## src/common/swdg_map.vh

```
`ifndef SWDG_MAP_VH
`define SWDG_MAP_VH

// ***********************************************
// Register byte offsets
// ***********************************************
`define SWDG_OFF_CTRL       8'h00
`define SWDG_OFF_TIMEOUT    8'h04
`define SWDG_OFF_STATUS     8'h08
`define SWDG_OFF_SERVICE    8'h10
`define SWDG_OFF_IRQ_STAT   8'h14
`define SWDG_OFF_IRQ_CLR    8'h18
`define SWDG_OFF_IRQ_EN     8'h1C

// ***********************************************
// Field positions
// ***********************************************
`define SWDG_CTRL_EN_BIT    0
`define SWDG_STAT_LOCK_BIT  0
`define SWDG_STAT_KEY1_BIT  1
`define SWDG_STAT_EN_BIT    2
`define SWDG_IRQ_TOUT_BIT   0
`define SWDG_IRQ_UNLK_BIT   1
`define SWDG_IRQ_SVC_BIT    2
`define SWDG_IRQ_BITS       3

// ***********************************************
// Keys and reset values
// ***********************************************
`define SWDG_KEY_FIRST      16'hC520
`define SWDG_KEY_SECOND     16'hD928
`define SWDG_SVC_FIRST      16'hA602
`define SWDG_SVC_SECOND     16'hB480
`define SWDG_CTRL_RST       32'hFF00010B
`define SWDG_TIMEOUT_RST    32'h0000FFFF
`define SWDG_RST_PULSE_CYC  16

`endif

```

## src/rtl/swdg_counter.v

```verilog
`timescale 1ns/100ps
// ***********************************************
// Down counter with reload and expiry pulse
// ***********************************************
module swdg_counter #(
   parameter W = 32
) (
   input  wire         clk_sys,
   input  wire         rst_n,
   input  wire         run,
   input  wire         reload,
   input  wire [W-1:0] period,
   output reg          expired,
   output wire [W-1:0] count
);
   reg [W-1:0] cnt_q;

   assign count = cnt_q;

   always @(posedge clk_sys or negedge rst_n) begin
      if (!rst_n) begin
         cnt_q   <= {W{1'b1}};
         expired <= 1'b0;
      end else begin
         expired <= 1'b0;
         if (reload || !run) begin
            cnt_q <= period;
         end else if (cnt_q == {W{1'b0}}) begin
            expired <= 1'b1;
            cnt_q   <= period;
         end else begin
            cnt_q <= cnt_q - {{(W-1){1'b0}}, 1'b1};
         end
      end
   end
endmodule // swdg_counter

```

## src/rtl/swdg_top.v

```verilog
// Register access over AXI4-Lite was chosen for this implementation.
`timescale 1ns/100ps
// Overview of operation
// - Unserviced enabled timer expiry resets the system
// - Keys C520 then D928 clear soft lock
// - Cleared enable after unlock stops the timer
// - Service key register at byte 0x10
// - Control at zero; FF00010A write after unlock disables
`include "swdg_map.vh"
module swdg_top #(
   parameter RST_PULSE = `SWDG_RST_PULSE_CYC
) (
   input  wire        clk_sys,
   input  wire        nrst,
   input  wire [7:0]  s_axi_awaddr,
   input  wire        s_axi_awvalid,
   output wire        s_axi_awready,
   input  wire [31:0] s_axi_wdata,
   input  wire [3:0]  s_axi_wstrb,
   input  wire        s_axi_wvalid,
   output wire        s_axi_wready,
   output reg  [1:0]  s_axi_bresp,
   output reg         s_axi_bvalid,
   input  wire        s_axi_bready,
   input  wire [7:0]  s_axi_araddr,
   input  wire        s_axi_arvalid,
   output wire        s_axi_arready,
   output reg  [31:0] s_axi_rdata,
   output reg  [1:0]  s_axi_rresp,
   output reg         s_axi_rvalid,
   input  wire        s_axi_rready,
   output wire        irq,
   output reg         sys_reset_req
);
   // ***********************************************
   // Reset synchroniser
   // ***********************************************
   reg rst_s1_q;
   reg rst_n;
   always @(posedge clk_sys or negedge nrst) begin
      if (!nrst) begin
         rst_s1_q <= 1'b0;
         rst_n    <= 1'b0;
      end else begin
         rst_s1_q <= 1'b1;
         rst_n    <= rst_s1_q;
      end
   end

   // ***********************************************
   // Write channel capture
   // ***********************************************
   reg        aw_q;
   reg        w_q;
   reg [7:0]  awaddr_q;
   reg [31:0] wdata_q;
   reg [3:0]  wstrb_q;
   wire       wr_go = aw_q && w_q && !s_axi_bvalid;

   assign s_axi_awready = !aw_q && !s_axi_bvalid;
   assign s_axi_wready  = !w_q && !s_axi_bvalid;

   always @(posedge clk_sys or negedge rst_n) begin
      if (!rst_n) begin
         aw_q     <= 1'b0;
         w_q      <= 1'b0;
         awaddr_q <= 8'h00;
         wdata_q  <= 32'h00000000;
         wstrb_q  <= 4'h0;
      end else begin
         if (s_axi_awvalid && s_axi_awready) begin
            aw_q     <= 1'b1;
            awaddr_q <= s_axi_awaddr;
         end
         if (s_axi_wvalid && s_axi_wready) begin
            w_q     <= 1'b1;
            wdata_q <= s_axi_wdata;
            wstrb_q <= s_axi_wstrb;
         end
         if (wr_go) begin
            aw_q <= 1'b0;
            w_q  <= 1'b0;
         end
      end
   end

   // ***********************************************
   // Register decode
   // ***********************************************
   wire full_wr  = (wstrb_q == 4'hF);
   wire wr_ctrl  = wr_go && (awaddr_q == `SWDG_OFF_CTRL);
   wire wr_tout  = wr_go && (awaddr_q == `SWDG_OFF_TIMEOUT);
   wire wr_svc   = wr_go && (awaddr_q == `SWDG_OFF_SERVICE) && full_wr;
   wire wr_iclr  = wr_go && (awaddr_q == `SWDG_OFF_IRQ_CLR);
   wire wr_ien   = wr_go && (awaddr_q == `SWDG_OFF_IRQ_EN);
   wire wr_map   = wr_ctrl || wr_tout || (wr_go && awaddr_q == `SWDG_OFF_SERVICE) ||
                   wr_iclr || wr_ien || (wr_go && awaddr_q == `SWDG_OFF_STATUS) ||
                   (wr_go && awaddr_q == `SWDG_OFF_IRQ_STAT);

   // ***********************************************
   // Control, lock and key sequence
   // ***********************************************
   reg [31:0] ctrl_q;
   reg [31:0] tout_q;
   reg        lock_q;
   reg        key1_q;
   reg        svc1_q;
   reg        init_q;
   wire [15:0] key = wdata_q[15:0];
   wire        en  = ctrl_q[`SWDG_CTRL_EN_BIT];
   wire        unlock_ev  = wr_svc && key1_q && (key == `SWDG_KEY_SECOND);
   wire        service_ev = wr_svc && svc1_q && (key == `SWDG_SVC_SECOND);

   always @(posedge clk_sys or negedge rst_n) begin
      if (!rst_n) begin
         ctrl_q <= `SWDG_CTRL_RST;
         tout_q <= `SWDG_TIMEOUT_RST;
         lock_q <= 1'b1;
         key1_q <= 1'b0;
         svc1_q <= 1'b0;
         init_q <= 1'b0;
      end else begin
         init_q <= 1'b1;
         if (wr_svc) begin
            key1_q <= (key == `SWDG_KEY_FIRST);
            svc1_q <= (key == `SWDG_SVC_FIRST);
         end
         if (unlock_ev) begin
            lock_q <= 1'b0;
         end
         if (wr_ctrl && !lock_q && full_wr) begin
            ctrl_q <= wdata_q;
            lock_q <= 1'b1;
         end
         if (wr_tout && !lock_q && full_wr) begin
            tout_q <= wdata_q;
         end
      end
   end

   // ***********************************************
   // Timer and system reset request
   // ***********************************************
   wire expired;
   wire [31:0] count;
   swdg_counter #(.W(32)) u_cnt (
      .clk_sys (clk_sys),
      .rst_n   (rst_n),
      .run     (en),
      .reload  (service_ev || !init_q),
      .period  (tout_q),
      .expired (expired),
      .count   (count)
   );

   reg [7:0] rst_cnt_q;
   always @(posedge clk_sys or negedge rst_n) begin
      if (!rst_n) begin
         sys_reset_req <= 1'b0;
         rst_cnt_q     <= 8'h00;
      end else if (expired && en) begin
         sys_reset_req <= 1'b1;
         rst_cnt_q     <= RST_PULSE[7:0];
      end else if (rst_cnt_q != 8'h00) begin
         rst_cnt_q <= rst_cnt_q - 8'h01;
      end else begin
         sys_reset_req <= 1'b0;
      end
   end

   // ***********************************************
   // Interrupt status, clear and enable
   // ***********************************************
   reg  [`SWDG_IRQ_BITS-1:0] ist_q;
   reg  [`SWDG_IRQ_BITS-1:0] ien_q;
   wire [`SWDG_IRQ_BITS-1:0] ev  = {service_ev, unlock_ev, expired && en};
   wire [`SWDG_IRQ_BITS-1:0] clr = wr_iclr ? wdata_q[`SWDG_IRQ_BITS-1:0] : {`SWDG_IRQ_BITS{1'b0}};

   always @(posedge clk_sys or negedge rst_n) begin
      if (!rst_n) begin
         ist_q <= {`SWDG_IRQ_BITS{1'b0}};
         ien_q <= {`SWDG_IRQ_BITS{1'b0}};
      end else begin
         ist_q <= (ist_q & ~clr) | ev;
         if (wr_ien) begin
            ien_q <= wdata_q[`SWDG_IRQ_BITS-1:0];
         end
      end
   end
   assign irq = |(ist_q & ien_q);

   // ***********************************************
   // Write response
   // ***********************************************
   always @(posedge clk_sys or negedge rst_n) begin
      if (!rst_n) begin
         s_axi_bvalid <= 1'b0;
         s_axi_bresp  <= 2'b00;
      end else if (wr_go) begin
         s_axi_bvalid <= 1'b1;
         s_axi_bresp  <= wr_map ? 2'b00 : 2'b10;
      end else if (s_axi_bready) begin
         s_axi_bvalid <= 1'b0;
      end
   end

   // ***********************************************
   // Read channel
   // ***********************************************
   reg [31:0] rd_d;
   reg        rd_ok;
   assign s_axi_arready = !s_axi_rvalid;

   always @* begin
      rd_ok = 1'b1;
      case (s_axi_araddr)
         `SWDG_OFF_CTRL:     rd_d = ctrl_q;
         `SWDG_OFF_TIMEOUT:  rd_d = tout_q;
         `SWDG_OFF_STATUS:   rd_d = {29'h0, en, key1_q, lock_q};
         `SWDG_OFF_SERVICE:  rd_d = count;
         `SWDG_OFF_IRQ_STAT: rd_d = {29'h0, ist_q};
         `SWDG_OFF_IRQ_CLR:  rd_d = 32'h00000000;
         `SWDG_OFF_IRQ_EN:   rd_d = {29'h0, ien_q};
         default: begin
            rd_d  = 32'h00000000;
            rd_ok = 1'b0;
         end
      endcase
   end

   always @(posedge clk_sys or negedge rst_n) begin
      if (!rst_n) begin
         s_axi_rvalid <= 1'b0;
         s_axi_rdata  <= 32'h00000000;
         s_axi_rresp  <= 2'b00;
      end else if (s_axi_arvalid && s_axi_arready) begin
         s_axi_rvalid <= 1'b1;
         s_axi_rdata  <= rd_d;
         s_axi_rresp  <= rd_ok ? 2'b00 : 2'b10;
      end else if (s_axi_rready) begin
         s_axi_rvalid <= 1'b0;
      end
   end
endmodule // swdg_top

```

## config.mk

```make
export PLATFORM = sky130hd
export DESIGN_NAME = swdg_top
export DESIGN_NICKNAME = d
export VERILOG_FILES = /design/src/rtl/swdg_counter.v /design/src/rtl/swdg_top.v
export VERILOG_INCLUDE_DIRS = /design/src /design/src/common
export SDC_FILE = /design/constraint.sdc
export NUM_CORES = 1
export LEC_CHECK = 0
export BUFFER_PORTS_ARGS = -buffer_cell sky130_fd_sc_hd__buf_4
export CAP_MARGIN = 10
export CORE_AREA = 3 3 133 135
export CTS_CLUSTER_DIAMETER = 50
export DETAILED_ROUTE_END_ITERATION = 6
export DIE_AREA = 0 0 136 138
export GPL_TIMING_DRIVEN = 0
export MAX_ROUTING_LAYER = met4
export PLACE_DENSITY = 0.79
export SKIP_CTS_REPAIR_TIMING = 1
export SLEW_MARGIN = 30
export SYNTH_ARGS = -nofsm -noshare
export SYNTH_HDL_FRONTEND = slang
export SYNTH_SLANG_ARGS = --single-unit
```

## constraint.sdc

```tcl
create_clock -name clk_sys -period 7.36 [get_ports clk_sys]
set_input_delay 1.104 -clock clk_sys [delete_from_list [all_inputs] [get_ports clk_sys]]
set_output_delay 1.104 -clock clk_sys [all_outputs]
set_load 0.005 [all_outputs]
```

==> flow_summary.yaml, run 1 <==
clocking:
  cts.path.max_buffers: 2
  cts_tree: "built"
  cts.sinks: 200
  clockRootBuffer: "clkbuf_16"
  clk_latency_ns: 0.44
  cts.clk_slew.worst_paths_ns: 0.07
  cts_max_level: 4
  cts-buffers-inserted: 17
logic_synthesis:
  seq_area_frac_synth_pct: 55.86
  synth_cell_types: 55
  yosysWarningCount: 0
  synth-seq-cells: 200
  synth_area_leaders: "dfrtp_1 (38%), dfstp_2 (18%), mux2_2 (13%)"
  synth_edf_count: 0
  syn_area_per_cell_um2: 12.13
  synthesis.instances: 750
  synth_top_cell_area_share_pct: 38.24
  ys.flop_type: "dfrtp_1"
  synth.largest_area_cell: "dfrtp_1"
  synth_area_um2: 9096
  ys_async_sr_fraction_pct: 100.0
floorplanning:
  core_um2: 16580
  fp-row-count: 47
  fp.dieArea_um2: 18770
  fp.dieH_um: 138
  initial_core_util_pct: 54.85
  ios: 102
  die_w_um: 136
setup_path:
  slowest_delay_ns: 0.76
  cp_top_family: "simple AND/OR/NAND/NOR gates"
  rr_worst_depth: 10
  worstPathMaxFanout: 10
  cp.buffers_inverters: 2
  timing.rr.start: "u_cnt.count[7]"
  startpoint_type: "primary input"
  path_class: "primary input to flop"
  rr_endpoint: "u_cnt.count[27]"
  crit_slowest_cell: "nor4_1"
  crit_path_end_kind: "flop"
  critPathArrivalTime_ns: 3.81
  crit_chain: "buf_4, or4_1, nor4_1, clkbuf_1, a222oi_1, o21ai_0"
  cp.required_ns: 7.71
  reg2reg_slack_ns: 4.32
sta:
  hold_viol_final: 0
  slew_headroom_pct: 40.71
  final.setup.worst_slack_ns: 3.896
  fin_crit_ns: 3.464
  tightestPinTransition_ns: 0.8813
  fin_crit_sh_pct: 47.06
  rsz0062_at_grt: "no"
  setup_violations: 0
  skew_ns: 0.01023
  fmax_mhz: 288.7
  maxSlewViolCount: 0
cells_and_area:
  num-fill-cells: 1270
  final_core_util_pct: 65.34
  final_common_cell: "dfrtp_1"
  n_antenna_cell: 0
  design_area_um2: 10840
  final_nets: 936
  final_cell_mix: "dfrtp_1 (138), mux2_2 (103), buf_4 (100)"
  ff_latch_area_um2: 5085
  multiInputGateArea_um2: 3762
  area.growth.synth_to_final_pct: 19.12
  layout-drive-gt1-share_pct: 37.70
global_route:
  grt_pass1_vias: 6574
  grt_usage_pct: 24.70
  grt_overflow_total: 0
  antenna_found_initial: 0
  grt_pass1_wl_um: 35260
  grt_max_degree: 52
placed_design:
  placed_cell_area_um2: 10230
  io_buffers: 98
  dpl.hpwl_um: 15310
  place_worst_setup_slack_ns: 3.557
  gp_congestion: 0.8706
worst_hold_path:
  hold_class: "flop to async pin"
drt:
  drt-initial-drc-count: 497
  drc_errors: 0
  via_per_inst: 5.981
  wl_per_cell_um: 19.98
  first_pass_iters: 5
  wirelength_um: 22100
  drtAntennaViolNets: 0
  vias: 6615
outcome:
  outcome: "finished, final reports clean"
pwr:
  power.density_nw_per_um2: 272.2
  leakagePower_nw: 4.851
  ir_drop_mv: 0.1961
flow_run:
  max_cap_violations: 0
worst reg2reg max path, stage by stage, from the launching register on:
cell,delay (ns)
dfstp_2,0.38
or4_1,0.50
buf_2,0.18
or4_1,0.39
buf_2,0.19
or4_1,0.48
clkbuf_2,0.16
and3_4,0.21
buf_6,0.16
buf_6,0.16
a31oi_1,0.15
Yosys cell counts, types with 16 or more instances:
library cell,number
mux2_2,103
o21ai_0,55
nand2_1,64
mux2_4,18
nor4_1,20
a21oi_1,22
a31oi_1,19
dfstp_2,61
clkbuf_1,39
dfrtp_1,139
xor2_1,18
a22o_1,16
nor2_1,21
layout make-up:
type | count | area share [%]
Sequential cell | 200 | 46.93
Multi-Input combinational cell | 490 | 34.72
Timing Repair Buffer | 102 | 7.806
Clock buffer | 22 | 4.192
Tap cell | 220 | 2.540
Buffer | 49 | 2.009
Clock inverter | 10 | 1.351
Inverter | 13 | 0.4503
state kept, by name (all words and copies together) (netlist names), 4 cells and up:
signal and count:
awaddr_q 8, ctrl_q 32, rst_cnt_q 8, s_axi_rdata 32
tout_q 32, u_cnt.count 32, wdata_q 32, wstrb_q 4
routing by layer:
layer / vias to the layer above / routed length, um / global-route usage (%) / part of all wire (%)
li1: 3018 / - / - / -
met1: 3288 / 9404 / 33.34 / 43
met2: 264 / 10640 / 37.76 / 48
met3: 45 / 1458 / 4.506 / 6.6
met4: 0 / 593 / 8.859 / 2.7
met5: - / 0 / - / 0
how the worst max path moves through the flow:
stage / from / end / slack [ns] / cells after the start
after floorplan: rst_n / aw_q / 1.48 / 0
after global placement: rst_n / rst_cnt_q[2] / -0.61 / 0
after detailed placement: s_axi_araddr[0] / s_axi_rdata[13] / 3.56 / 6
after CTS: s_axi_araddr[0] / s_axi_rdata[12] / 3.96 / 6
after global routing: s_axi_araddr[0] / s_axi_rdata[12] / 3.74 / 7
final: s_axi_araddr[0] / s_axi_rdata[12] / 3.90 / 6
stage by stage:
step	setup TNS, ns	power [mW]	hold WS [ns]	cells
4_1_cts	0	2.964	0.1520	1106
3_5_place_dp	0	2.003	0.1459	1074
3_3_place_gp	-82.79	1.966	0.3349	1070
5_1_grt	0	3.090	0.1621	1106
6_report	0	2.949	0.1438	1106
2_1_floorplan	0	1.791	0.3312	752
where the power goes:
| group | switching (mW) | internal [mW] | total, mW |
|---|---|---|---|
| clock network | 0.411 | 0.547 | 0.958 |
| logic | 0.244 | 0.280 | 0.524 |
| registers | 0.190 | 1.28 | 1.47 |
cell families (layout without fill, tap and decap cells):
kind of cell               Yosys count  in the layout  synth area share [%]
muxes                              126            126                 16.27
DFF                                200            200                 55.86
and+or+nand+nor                    182            182                 11.16
adders and majority gates            4              4                0.5502
other                                2              4               0.08256
xor gates and xnor gates            27             27                 2.600
AOI/OAI and AO/OA                  147            147                 10.55
buffers and inverters               62            196                 2.930
No activity file was read; power rests on OpenSTA's default activity.
==> inputs of run 2 (changes only) <==
==> constraint.sdc (replaced) <==
create_clock -name clk_sys -period 3.3 [get_ports clk_sys]
set_input_delay 0.495 -clock clk_sys [delete_from_list [all_inputs] [get_ports clk_sys]]
set_output_delay 0.495 -clock clk_sys [all_outputs]
set_load 0.005 [all_outputs]
==> flow_summary.yaml, run 2 (synthesis gave the netlist of run 1 again) <==
placed_design:
  dpl.cell_count: 1074
  io_buffers: 98
  place_worst_setup_slack_ns: 0.1116
  placed_cell_area_um2: 10220
  dpl.hpwl_um: 15310
  gp_congestion: 0.8936
cells_and_area:
  stdcell_count: 1107
  num-fill-cells: 1285
  layout-drive-gt1-share_pct: 37.54
  n_antenna_cell: 0
  final_nets: 937
  final_cell_mix: "dfrtp_1 (138), mux2_2 (103), buf_4 (100)"
  final_common_cell: "dfrtp_1"
  design_area_um2: 10790
  area.growth.synth_to_final_pct: 18.58
sta:
  final.setup.worst_slack_ns: 0.2514
  slew_headroom_pct: 36.40
  setup_violations: 0
  maxSlewViolCount: 0
  rsz0062_at_grt: "no"
  tightestPinTransition_ns: 0.9453
  setup_tns_ns: 0
  fin_crit_sh_pct: 92.38
  fmax_mhz: 328.0
  hold_viol_final: 0
  skew_ns: 0.01035
  fin_crit_ns: 3.049
worst_hold_path:
  hold_class: "flop to async pin"
setup_path:
  cp.required_ns: 3.66
  path_class: "flop to flop"
  worstPathMaxFanout: 10
  timing.rr.start: "u_cnt.count[7]"
  startpoint: "u_cnt.count[7]"
  crit_path_end_kind: "flop"
  startpoint_type: "flop"
  critPathArrivalTime_ns: 3.41
drt:
  first_pass_iters: 7
  wl_per_cell_um: 19.79
  vias: 6588
  via_per_inst: 5.951
  drtAntennaViolNets: 0
  wirelength_um: 21900
  drc_errors: 0
  drt-initial-drc-count: 549
clocking:
  cts.sinks: 200
  cts_tree: "built"
  cts.path.max_buffers: 2
  cts.clk_slew.worst_paths_ns: 0.07
  clockRootBuffer: "clkbuf_16"
  clk_latency_ns: 0.44
  cts-buffers-inserted: 17
  cts_max_level: 4
global_route:
  grt_pass1_vias: 6833
  grt_pass1_wl_um: 35860
  grt_overflow_total: 0
  grt_max_degree: 51
  antenna_found_initial: 0
  grt_usage_pct: 24.99
pwr:
  combPwrFrac_pct: 18.1
  power_mw: 6.423
  power_switching_mw: 1.851
  cell_internal_pwr_mw: 4.572
  power.density_nw_per_um2: 595.4
  ir_drop_mv: 0.6667
  seqPwrFrac_pct: 51.0
  clkPwrFrac_pct: 30.9
  leakagePower_nw: 4.834
  swShare_pct: 28.82
floorplanning:
  fp-row-count: 47
  fp.dieArea_um2: 18770
  ios: 102
  initial_core_util_pct: 54.85
  die_w_um: 136
  fp.dieH_um: 138
  core_um2: 16580
outcome:
  outcome: "finished, final reports clean"
flow_run:
  max_cap_violations: 0
## run 2: changes by cell type in the layout (fill, tap and decap cells not counted)
cell	delta
dlygate4sd3_1	+1
buf_12	+2
clkbuf_8	+2
clkinv_2	+2
clkinvlp_4	-1
buf_16	-2
clkbuf_1	+1
bufinv_16	-2
inv_6	-2
## run 2: power by group through the flow
stage	registers (mW)	logic, mW	clock network [mW]
6_report	3.28	1.16	1.98
5_1_grt	3.34	1.29	2.11
4_1_cts	3.27	1.17	2.01
3_5_place_dp	3.31	1.16	0
3_3_place_gp	3.32	1.07	0
2_1_floorplan	3.16	0.832	0
## run 2: worst max-delay path, stage by stage, from the launching register on
cell      delay, ns
dfstp_2        0.38
or4_1          0.50
buf_2          0.18
or4_1          0.39
buf_2          0.19
or4_1          0.48
clkbuf_2       0.16
and3_4         0.21
buf_6          0.16
buf_6          0.16
a31oi_1        0.16
## run 2: final timing paths
kind	slack, ns	cells after the start	to
worst max register to register	0.25	10	u_cnt.count[27]
worst min-delay path	0.23	0	wdata_q[17]
min in group clk_sys	0.23	2	s_axi_bvalid
worst min register to register	0.23	0	wdata_q[17]
worst max-delay path	0.25	10	u_cnt.count[27]
max in group asynchronous	2.15	2	u_cnt.count[3]
## run 2: layout make-up
type	count	area [um2]	share of cell area, %
Clock buffer	25	485.5	4.501
Multi-Input combinational cell	490	3762	34.88
Sequential cell	200	5085	47.14
Inverter	13	48.80	0.4524
Tap cell	220	275.3	2.552
Clock inverter	7	71.32	0.6612
Buffer	49	217.7	2.018
Timing Repair Buffer	103	840.8	7.795
## run 2: metal layers
| layer | GRT usage, % | wire length, um | vias to the layer above |
|---|---|---|---|
| met3 | 4.142 | 1168 | 46 |
| met2 | 37.91 | 10460 | 232 |
| met5 | - | 0 | - |
| met4 | 10.08 | 602 | 0 |
| met1 | 33.75 | 9670 | 3290 |
| li1 | - | - | 3020 |
## run 2: metrics by stage
stage | hold WS (ns) | utilization, %
finish | 0.2283 | 65.04
global route | 0.2362 | 65.04
CTS | -0.1848 | 64.98
detailed placement | 0.2325 | 61.63
global placement | 0.2783 | 61.00
floorplan | 0.1994 | -
